File: config.mk
export PLATFORM = sky130hd
export DESIGN_NAME = jtlm_lane_mapper
export DESIGN_NICKNAME = d
export VERILOG_FILES = /design/src/design/jtlm_pkg.sv /design/src/design/jtlm_lane_mapper.sv
export SDC_FILE = /design/constraint.sdc
export NUM_CORES = 1
export LEC_CHECK = 0
export BUFFER_PORTS_ARGS = -buffer_cell sky130_fd_sc_hd__buf_2
export CAP_MARGIN = 10
export CORE_AREA = 4 4 325 327
export DETAILED_ROUTE_END_ITERATION = 8
export DIE_AREA = 0 0 329 331
export PLACE_DENSITY = 0.38
export SLEW_MARGIN = 20
export SYNTH_ARGS = -nofsm -noshare
export SYNTH_HDL_FRONTEND = slang
export SYNTH_SLANG_ARGS = --single-unit
export TNS_END_PERCENT = 5
File: constraint.sdc
create_clock -name core_clk -period 5.1 [get_ports core_clk]
set_input_delay 1.53 -clock core_clk [delete_from_list [all_inputs] [get_ports core_clk]]
set_output_delay 1.53 -clock core_clk [all_outputs]
set_load 0.02 [all_outputs]
File: src/design/jtlm_pkg.sv
// Constants and types for the transport-layer lane mapper.
package jtlm_pkg;
  localparam int NUM_LINKS = 2;
  localparam int LANES_PER_LINK = 8;
  localparam int NUM_LANES = 16;
  localparam int LANE_BITS = 32;
  localparam int DDC_BITS = 15;
  localparam int BYP_BITS = 12;
  localparam int BYP_BUS_BITS = 48;
  localparam int LANE_SLICE = 16;
  localparam int PEAK_BITS = 12;

  // Accepted operating modes.
  localparam logic [6:0] MODE_SGL_DEC8_2L = 7'h17;
  localparam logic [6:0] MODE_DUAL_BYP_6L = 7'h21;
  localparam logic [6:0] MODE_SGL_DEC8_2L_ALT = 7'h26;
  localparam logic [6:0] MODE_DUAL_DEC8_2L = 7'h27;

  // Lanes used per link and octets per frame for each mode group.
  localparam logic [3:0] LANES_DEC8 = 4'h1;
  localparam logic [3:0] LANES_BYP = 4'h3;
  localparam logic [2:0] OCTETS_SGL = 3'h2;
  localparam logic [2:0] OCTETS_DUAL = 3'h4;
  localparam logic [2:0] OCTETS_BYP = 3'h2;

  // Frames per multiframe, held as count minus one.
  localparam logic [7:0] KM1_MIN = 8'h03;
  localparam logic [7:0] KM1_MAX = 8'hFF;
  localparam logic [8:0] K_STEP_DDC = 9'h001;
  localparam logic [8:0] K_STEP_BYP = 9'h004;

  // Values taken while reset is applied.
  localparam logic [6:0] RST_MODE = MODE_DUAL_DEC8_2L;
  localparam logic [7:0] RST_KM1 = 8'h1F;
  localparam logic [7:0] RST_DID = 8'h00;

  typedef enum logic [1:0] {
    SHM_CRC12 = 2'b00,
    SHM_FEC = 2'b01
  } jtlm_shm_t;
endpackage

File: src/design/jtlm_lane_mapper.sv
// Transport-layer framer mapping samples onto sixteen lanes in two links.
`timescale 1ns/10ps

// Summary of operation
// (RL1) Only the twelve-bit CRC is made; the three-bit variant is refused.
// (RL2) A sync header mode input picks CRC-12 error detection or FEC.
// (RL3) One link mode value sets the format; unlisted modes are refused.
// (RL4) K minus one sets the multiframe length, within mode range and step.
// (RL5) Sixteen lanes form two links of eight; every mode uses both.
// (RL6) Each link uses its lowest lanes and powers down higher ones.
// (RL7) Link A reports the programmed device id, link B that plus one.
// (RL8) Lane id is the lane index within its link, zero to seven.
// (RL9) Bypass modes pack twelve-bit offset binary samples as the mode fixes.
// (RL10) Decimating modes pack sixteen-bit words: fifteen data bits then flag.
// (RL11) Every leftover tail or unused bit position is driven zero.
// (RL12) Each sample goes out most significant bit first.
// (RL13) Dual decimating modes: per-channel flags, one with I, one with Q.
// (RL14) Single decimating modes: I flag uses threshold zero, Q flag one.
// (RL15) Dual decimate-by-eight two-lane mode: A on link A lane zero, B on B.
// (RL16) The receiver must share mode, multiframe length, lanes and sync mode.
module jtlm_lane_mapper
  import jtlm_pkg::*;
(
  input wire logic core_clk, // System clock, 50 MHz.
  input wire logic arst_n, // Asynchronous reset, active low.
  input wire logic clkEn, // Freezes all state but the reset synchroniser while low.
  input wire logic cfgLoad, // Pulse: apply the mode, K-1 and sync header requests; deviceIdCfg is taken every enabled cycle.
  input wire logic [6:0] linkModeSelect, // Requested link mode.
  input wire logic [7:0] framesPerMultiframeMinusOne, // Requested K-1.
  input wire logic [1:0] syncHeaderMode, // Sync header use request.
  input wire logic [7:0] deviceIdCfg, // Programmed device id.
  input wire logic [PEAK_BITS-1:0] overrangeThresholdZero, // Threshold 0.
  input wire logic [PEAK_BITS-1:0] overrangeThresholdOne, // Threshold 1.
  input wire logic frameValid, // One frame of samples is present.
  input wire logic [DDC_BITS-1:0] ddcAI, // Channel A in-phase word.
  input wire logic [DDC_BITS-1:0] ddcAQ, // Channel A quadrature word.
  input wire logic [DDC_BITS-1:0] ddcBI, // Channel B in-phase word.
  input wire logic [DDC_BITS-1:0] ddcBQ, // Channel B quadrature word.
  input wire logic [PEAK_BITS-1:0] peakA, // Channel A input level.
  input wire logic [PEAK_BITS-1:0] peakB, // Channel B input level.
  input wire logic [BYP_BUS_BITS-1:0] bypassA, // Four A samples, first high.
  input wire logic [BYP_BUS_BITS-1:0] bypassB, // Four B samples, first high.
  output logic [NUM_LANES-1:0][LANE_BITS-1:0] laneData, // Frame per lane.
  output logic [NUM_LANES-1:0] laneEnable, // High for a powered lane.
  output logic [NUM_LANES-1:0][2:0] laneIdent, // Lane id per lane.
  output logic [7:0] deviceIdA, // Device id sent on link A.
  output logic [7:0] deviceIdB, // Device id sent on link B.
  output logic [2:0] octetsPerFrame, // Octets used per lane frame.
  output logic [6:0] activeMode, // Mode in force.
  output logic [7:0] activeKm1, // Multiframe length minus one.
  output logic syncUseCrc12, // Sync header carries CRC-12.
  output logic syncUseFec, // Sync header carries FEC.
  output logic frameOut, // Pulse: laneData holds a new frame.
  output logic multiframeEnd, // Pulse: that frame closes a multiframe.
  output logic cfgError // Last configuration request was refused.
);

  logic rstMeta;
  logic rstSync;
  logic [7:0] frameCount;
  logic [7:0] next_frameCount;
  logic [6:0] next_activeMode;
  logic [7:0] next_activeKm1;
  logic [7:0] next_deviceIdA;
  logic [7:0] next_deviceIdB;
  logic next_syncUseCrc12;
  logic next_syncUseFec;
  logic next_cfgError;
  logic [NUM_LANES-1:0] next_laneEnable;
  logic [NUM_LANES-1:0][2:0] next_laneIdent;
  logic [2:0] next_octetsPerFrame;
  logic [NUM_LANES-1:0][LANE_BITS-1:0] next_laneData;
  logic next_frameOut;
  logic next_multiframeEnd;
  logic reqLegal;
  logic flagA0;
  logic flagA1;
  logic flagB0;
  logic flagB1;

  function automatic logic [3:0] lanesUsed(input logic [6:0] mode);
    lanesUsed = (mode == MODE_DUAL_BYP_6L) ? LANES_BYP : LANES_DEC8;
  endfunction

  function automatic logic [LANES_PER_LINK-1:0] lowMask(
    input logic [3:0] count
  );
    logic [8:0] ones;
    ones = 9'h001 << count;
    lowMask = 8'(ones - 9'h001);
  endfunction

  function automatic logic [15:0] ddcWord(
    input logic [DDC_BITS-1:0] data,
    input logic flag
  );
    ddcWord = {data, flag};
  endfunction

  function automatic logic modeKnown(input logic [6:0] mode);
    modeKnown = (mode == MODE_SGL_DEC8_2L) || (mode == MODE_DUAL_BYP_6L) ||
                (mode == MODE_SGL_DEC8_2L_ALT) ||
                (mode == MODE_DUAL_DEC8_2L);
  endfunction

  function automatic logic kValid(
    input logic [6:0] mode,
    input logic [7:0] km1
  );
    logic [8:0] k;
    logic [8:0] step;
    k = {1'b0, km1} + 9'h001;
    step = (mode == MODE_DUAL_BYP_6L) ? K_STEP_BYP : K_STEP_DDC;
    kValid = (km1 >= KM1_MIN) && (km1 <= KM1_MAX) && ((k % step) == 9'h000);
  endfunction

  // Reset release is synchronised; assertion stays asynchronous.
  always_ff @(posedge core_clk or negedge arst_n)
  begin
    if (!arst_n)
    begin
      rstMeta <= 1'b0;
      rstSync <= 1'b0;
    end
    else
    begin
      rstMeta <= 1'b1;
      rstSync <= rstMeta;
    end
  end

  // Configuration group.
  always_comb
  begin
    next_activeMode = activeMode;
    next_activeKm1 = activeKm1;
    next_deviceIdA = deviceIdA;
    next_deviceIdB = deviceIdB;
    next_syncUseCrc12 = syncUseCrc12;
    next_syncUseFec = syncUseFec;
    next_cfgError = cfgError;
    // (RL1) CRC-3 has no code and is refused.
    reqLegal = modeKnown(linkModeSelect) &&
               kValid(linkModeSelect, framesPerMultiframeMinusOne) &&
               ((syncHeaderMode == SHM_CRC12) || (syncHeaderMode == SHM_FEC));
    if (cfgLoad)
    begin
      next_cfgError = !reqLegal;
      // (RL3) only listed modes take effect.
      if (reqLegal)
      begin
        next_activeMode = linkModeSelect;
        // (RL4) multiframe length taken.
        next_activeKm1 = framesPerMultiframeMinusOne;
        // (RL2) sync header use.
        next_syncUseCrc12 = (syncHeaderMode == SHM_CRC12);
        next_syncUseFec = (syncHeaderMode == SHM_FEC);
      end
    end
    // (RL7) link B id is one above link A.
    next_deviceIdA = deviceIdCfg;
    next_deviceIdB = 8'(deviceIdCfg + 8'h01);
  end

  always_ff @(posedge core_clk or negedge rstSync)
  begin
    if (!rstSync)
    begin
      activeMode <= RST_MODE;
      activeKm1 <= RST_KM1;
      deviceIdA <= RST_DID;
      deviceIdB <= 8'(RST_DID + 8'h01);
      syncUseCrc12 <= 1'b1;
      syncUseFec <= 1'b0;
      cfgError <= 1'b0;
    end
    else if (clkEn)
    begin
      activeMode <= next_activeMode;
      activeKm1 <= next_activeKm1;
      deviceIdA <= next_deviceIdA;
      deviceIdB <= next_deviceIdB;
      syncUseCrc12 <= next_syncUseCrc12;
      syncUseFec <= next_syncUseFec;
      cfgError <= next_cfgError;
    end
  end

  // Lane and frame group.
  always_comb
  begin
    flagA0 = peakA > overrangeThresholdZero;
    flagA1 = peakA > overrangeThresholdOne;
    flagB0 = peakB > overrangeThresholdZero;
    flagB1 = peakB > overrangeThresholdOne;
    next_frameCount = frameCount;
    next_frameOut = frameValid;
    next_multiframeEnd = 1'b0;
    next_laneData = laneData;
    // (RL5) two links of eight lanes, both always used.
    // (RL6) lowest lanes on, the rest powered down.
    next_laneEnable = {lowMask(lanesUsed(activeMode)),
                       lowMask(lanesUsed(activeMode))};
    for (int i = 0; i < NUM_LANES; i++)
    begin
      // (RL8) lane id from index within link.
      next_laneIdent[i] = 3'(i % LANES_PER_LINK);
    end
    unique case (activeMode)
      MODE_DUAL_BYP_6L: next_octetsPerFrame = OCTETS_BYP;
      MODE_DUAL_DEC8_2L: next_octetsPerFrame = OCTETS_DUAL;
      default: next_octetsPerFrame = OCTETS_SGL;
    endcase
    if (frameValid)
    begin
      // (RL4) multiframe boundary after K frames.
      next_multiframeEnd = (frameCount >= activeKm1);
      next_frameCount = next_multiframeEnd ? 8'h00 : 8'(frameCount + 8'h01);
      // (RL11) unused positions and lanes are zero.
      next_laneData = '0;
      unique case (activeMode)
        MODE_DUAL_DEC8_2L:
        begin
          // (RL15) A on link A lane zero, B on link B lane zero.
          // (RL13) each channel flags against its own level.
          next_laneData[0] = {ddcWord(ddcAI, flagA0), ddcWord(ddcAQ, flagA1)};
          next_laneData[LANES_PER_LINK] = {ddcWord(ddcBI, flagB0),
                                           ddcWord(ddcBQ, flagB1)};
        end
        MODE_DUAL_BYP_6L:
        begin
          // (RL9) twelve-bit samples run across three lanes.
          // (RL12) first sample and its top bit lead.
          for (int i = 0; i < 3; i++)
          begin
            next_laneData[i][LANE_BITS-1 -: LANE_SLICE] =
              bypassA[BYP_BUS_BITS-1-LANE_SLICE*i -: LANE_SLICE];
            next_laneData[LANES_PER_LINK+i][LANE_BITS-1 -: LANE_SLICE] =
              bypassB[BYP_BUS_BITS-1-LANE_SLICE*i -: LANE_SLICE];
          end
        end
        default:
        begin
          // (RL10) fifteen-bit word then its flag.
          // (RL14) I flag on threshold zero, Q flag on threshold one.
          next_laneData[0][LANE_BITS-1 -: LANE_SLICE] =
            ddcWord(ddcAI, flagA0);
          next_laneData[LANES_PER_LINK][LANE_BITS-1 -: LANE_SLICE] =
            ddcWord(ddcAQ, flagA1);
        end
      endcase
    end
  end

  always_ff @(posedge core_clk or negedge rstSync)
  begin
    if (!rstSync)
    begin
      frameCount <= 8'h00;
      laneData <= '0;
      laneEnable <= '0;
      laneIdent <= '0;
      octetsPerFrame <= OCTETS_DUAL;
      frameOut <= 1'b0;
      multiframeEnd <= 1'b0;
    end
    else if (clkEn)
    begin
      frameCount <= next_frameCount;
      laneData <= next_laneData;
      laneEnable <= next_laneEnable;
      laneIdent <= next_laneIdent;
      octetsPerFrame <= next_octetsPerFrame;
      frameOut <= next_frameOut;
      multiframeEnd <= next_multiframeEnd;
    end
  end
endmodule

-- Yosys cells after proc, flatten, opt, wreduce, memory -nomap -nowiden
Cells that the tools add are included.
- register bits after elaboration: 196
- bits of input ports: 234
- output and inout bits: 615
- logic and storage cells: 70
- add/sub/neg operators: 4
- div/mod/pow operators: 1
- $lt $le $gt $ge: 7
- equal/unequal tests: 7
- shifts and indexed selects: 1
- muxes and demuxes: 13
- reduce and logical (&&, ||, !) cells: 14
- operator list (operator ; number):
    $mux W16 ; 7
    $gt A12 B12 Y1 ; 4
    $eq A7 B6 Y1 const B ; 5
    $pmux W16 S2 ; 1
    $add A8 B1 Y8 const B ; 2
    $add A8 B1 Y9 const B ; 1
    $logic_not A9 Y1 ; 1
    $mod A9 B9 Y9 ; 1
    $ge A8 B2 Y1 const B ; 1
    $ge A8 B8 Y1 ; 1
    $le A8 B8 Y1 const B ; 1
    $mux W8 ; 1
    $shl A1 B2 Y8 const A ; 1
    $sub A8 B1 Y8 const B ; 1
    $eq A7 B5 Y1 const B ; 1
    $mux W3 ; 2
    $logic_and A1 B1 Y1 ; 4
    $logic_or A1 B1 Y1 ; 4
    $reduce_and A2 Y1 ; 2
    $reduce_and A3 Y1 ; 1
    $eq A2 B1 Y1 const B ; 1
    $logic_not A2 Y1 ; 1
    $mux W2 ; 1
    $logic_not A1 Y1 ; 1
    $mux W1 ; 1

-- Longest topological paths before layout
- depth after elaboration: 8
- mapped depth: 64
- depth with buffers taken out: 59

-- Least setup slack after synthesis
No wires, ideal clock.
- path kind: input to register
- start point: in framesPerMultiframeMinusOne[4]
- end point: reg activeKm1[6]
- library setup time: 0.125 ns
- arrival time: 13.202 ns
- path slack: -8.227 ns
- cell stages on the path: 62
- path buffers: 6
- path through: buf_2 > nand4_1 > nor3_1 > or2_1 > clkbuf_1 > ha_1 > nor2_1 > nor2_1 > o221ai_1 > nand2_1 > ha_1 > nor2_1 > nor2_1 > a211o_1 > nand2_1 > ha_1 > o31ai_1 > or3_1 > [... 26 more ...] > ha_1 > nor2b_1 > nand2_1 > mux2i_1 > o221a_2 > o211a_1 > buf_4 > nor2b_1 > xnor2_1 > ha_1 > a21oi_1 > nor2b_1 > mux2i_1 > o31a_1 > nor3_1 > o221ai_4 > buf_8 > mux2_4
- word-level cells in the longest chain between the ends: 7
- elaborated cells on any way between the ends: 10
- ends and longest elaborated chain (element ; RTL line ; text):
    start: declaration ; jtlm_lane_mapper.sv:29 ; input wire logic [7:0] framesPerMultiframeMinusOne,
    $add A8 B1 Y9 ; jtlm_lane_mapper.sv:112 ; k = {1'b0, km1} + 9'h001;
    $mod A9 B9 Y9 ; jtlm_lane_mapper.sv:114 ; kValid = (km1 >= KM1_MIN) && (km1 <= KM1_MAX) && ((k % step) == 9'h000);
    $logic_not A9 Y1 ; jtlm_lane_mapper.sv:114 ;
    $logic_and A1 B1 Y1 * ; jtlm_lane_mapper.sv:114 ;
    $logic_and A1 B1 Y1 * ; jtlm_lane_mapper.sv:143 ; reqLegal = modeKnown(linkModeSelect) &&
    $logic_and A1 B1 Y1 * ; jtlm_lane_mapper.sv:144 ; kValid(linkModeSelect, framesPerMultiframeMinusOne) &&
    $reduce_and A3 Y1 (no source line) * ; -- ;
    end signal: assignment ; jtlm_lane_mapper.sv:180 ; activeKm1 <= next_activeKm1;
    end: declaration ; jtlm_lane_mapper.sv:50 ; output logic [7:0] activeKm1,
Mark *: on every way between the ends. The rest lies on a longest branch, timed or not.
A chain may end at the register's enable or synchronous reset.

-- Worst setup path after layout
- start point: in framesPerMultiframeMinusOne[5]
- end point: reg activeKm1[6]
The elaborated chain is that of the path after synthesis.

==> metrics.md <==
| Metric | Value |
|---|---|
| Status | finished with violations |
| Failing checks | setup timing |
| Total Negative Setup Slacks | -114.77 ns |
| Via Count | 12400 |
| Final Max Tran Viols | 0 |
| Slowest stage delay, CP | 0.43 ns |
| Die area | 109000 um2 |
| Share of cells above drive strength 1 | 35.3% |
| Slowest cell on crit path | or3_4 |
| Antenna viol nets, final | 0 |
| FF+latch area | 4470 um2 |
| Initial DRC count | 418 |
| Starting Density | 14.0% |
| Commonest cells after routing, fill and taps aside | 429 x buf_2, 420 x conb_1, 259 x nand2_1 |
| Global router's overall resource usage | 9.20% |
| Ranking of synthesized cells by area | dfrtp_1 29%, buf_4 23%, ha_1 7.0% |
| Post-synth top area cell | dfrtp_1 |
| Hold Path Cell Cnt | 0 |
| Layout Nets | 2591 |
| Synth warn | 0 |
| Wire length per cell | 14.6 um |
| Post-CTS Hold Fix Bufs | 0 |
| Critical Path Source Type | input pin |
| Gpl congestion | 0.789 |
| Crit path kind | input pin to register |
| Critical path depth | 61 |
| CTS Buf Count | 17 |
| Post-synth EDFFs | 0 |
| Design Area, Final | 19100 um2 |
| Clk buf depth | 2 |
| Area Overhead vs Synth | 32.5% |
| RSZ-0062 raised after global routing | true |
| CP Max Fanout | 5 |
| Clk_lat worst skew | 0.50 ns |
| Num ports | 849 |
| Tightest Hold Check Type | register to register |
| Initial antenna violation count | 10 |
| Synth Area per Inst | 8.50 um2 |
| Crit path top cell by count | ha_4 |
| Power Density | 279 nW/um2 |
| Setup violators final | 18 |
| Vias in the first global route | 11800 |
| Filler cell count | 11800 |
| Clock Sinks | 178 |
| Final min period | 11.54 ns |
| Worst setup margin | -6.44 ns |
| Peak supply drop | 0.000236 V |
| Worst R2R Path Depth | 13 |
| Post-synth ARST share | 100% |
| Residual DRC count | 0 |
| Least-Margin Pin Slew | 0.799 ns |
| Vias/cell | 3.39 |
| Placed wire-length estimate | 41800 um |
| Synth Cell Area | 14400 um2 |
| Crit path required time | 5.47 ns |
| Worst Skew | 0.0204 ns |
| Die width | 329 um |
| Row Count | 118 |
| Clock slew at reported path FFs | 0.08 ns |
| Total wire length | 53600 um |
| Post-Syn Instances | 1693 |
| Core area | 103000 um2 |
| Max_slew headroom | 46.7% |
| Final hold violations | 0 |
| Buf/Inv on CP | 5 |
| Setup WS pre-CTS | -7.07 ns |
| Distinct cell type count after synthesis | 91 |
| Max Cap Viol | 0 |
| Critical path capture point type | register |
| Leak | 10.1 nW |
| Main synth FF type | dfrtp_1 |
| CTS tree | done |
| Leading cell type in the layout, fill and taps excluded | buf_2 |
| Largest net degree at the start of global routing | 100 |
| Fin crit share | 226% |
| Root buffer cell | clkbuf_16 |
| Area of the multi-input gates | 8070 um2 |
| DR pass1 iterations | 6 |
| Port Buffers | 429 |
| First-pass GRT wire length | 75500 um |
| Top-area cell type share of the netlist area | 28.9% |
| Die Y | 331 um |
| Remaining Overflow, GRT | 0 |
| Critical Path AT | 11.92 ns |
| Post-synthesis sequential area ratio | 31.0% |
| Htree depth | 4 |
| #FFs+latches synth | 178 |
| Area post-placement | 18100 um2 |
| CP top delay family | simple AND/OR/NAND/NOR gates |
| Fmax | 0.0866 GHz |
| Fin Hold WS | 0.352 ns |
[routing by layer]
layer | vias up | global-route usage, % | routed length (um)
met5 | - | 0 | 56
met2 | 396 | 14.9 | 25800
met4 | 10 | 2.24 | 523
met1 | 5919 | 11.9 | 23400
met3 | 31 | 2.85 | 3880
li1 | 6074 | - | -
[area by class of cell]
class	instances	share of cell area, %
inverter	56	1.15
clock buffer	17	2.23
antenna	1	0.0131
timing repair buffer	652	20.6
clock inverter	15	1.17
multi-input combinational	1372	42.3
tap	1380	9.05
sequential	178	23.4
[path summary, 6_finish.rpt]
| kind | startpoint | to | slack (ns) |
|---|---|---|---|
| hold reg to reg | rstMeta | rstSync | 0.35 |
| hold / removal | rstMeta | rstSync | 0.35 |
| max in group asynchronous | rstSync | frameCount[5] | 3.54 |
| setup reg to reg | activeKm1[0] | frameCount[3] | 2.42 |
| setup / recovery | framesPerMultiframeMinusOne[5] | activeKm1[6] | -6.44 |
| min in group asynchronous | rstSync | laneData[314] | 0.41 |
[power by group]
part	internal [W]	switching, W
Sequential	0.00148	0.0000574
Clock	0.000696	0.000835
Combinational	0.000976	0.00129
[flip-flops by register name (all words and copies together), names as in the netlist]
signal	flops
cfgError	1
activeMode	7
deviceIdA	8
activeKm1	8
rstMeta	1
syncUseCrc12	1
multiframeEnd	1
laneData	128
laneEnable	2
deviceIdB	8
rstSync	1
frameCount	8
frameOut	1
octetsPerFrame	2
syncUseFec	1
[Yosys cell counts, types with 3 or more instances]
cell type	instances
nor2b_1	12
nor4_1	8
and3_1	9
xnor2_1	11
xor2_1	13
nand2_1	262
o211ai_1	4
a22oi_1	18
o31ai_1	4
nand4_1	24
or3_1	6
o21ai_0	42
mux2i_1	26
dfstp_2	12
or2_2	8
mux2_2	20
inv_1	55
nor3_1	18
buf_1	3
a2111oi_0	4
a2111o_1	3
dfrtp_1	166
nand3_1	114
o31a_1	3
a21boi_1	3
a21oi_1	38
a21o_1	23
a211oi_1	5
a211o_1	6
a31oi_1	21
nor2_1	63
nor4b_1	4
o21ai_1	4
nand2b_1	12
o22ai_1	3
buf_4	449
clkbuf_1	49
mux2_1	4
o221ai_1	3
o311ai_0	3
o2111ai_1	3
and2_1	6
mux2_4	6
ha_1	80
[per-stage QoR]
stage               util (%)  cells  power (W)
floorplan                  -   2111    0.00308
global placement        17.6   3620    0.00374
detailed placement      17.6   3620    0.00372
CTS                     18.3   3660    0.00536
global route            18.5   3670    0.00570
finish                  18.5   3671    0.00533
[timing repair]
item / 4_1_cts / 5_1_grt
resized for setup: 7 / 23
gates cloned: 0 / 1
setup endpoints to repair: 18 / 18
pin swaps: 15 / 17
setup buffers: 8 / 9
[cell families (layout without fill, tap and decap cells)]
group / Yosys count / in the layout / synth area share [%]
other: 2 / 421 / 0.0522
adders and majority gates: 80 / 80 / 6.95
buffers and inverters: 561 / 740 / 26.5
AOI/OAI and AO/OA: 222 / 222 / 11.0
xor gates and xnor gates: 24 / 24 / 1.46
muxes: 56 / 56 / 4.31
and+or+nand+nor: 570 / 570 / 18.7
DFF: 178 / 178 / 31.0
Power figures use the tool's default switching activity.
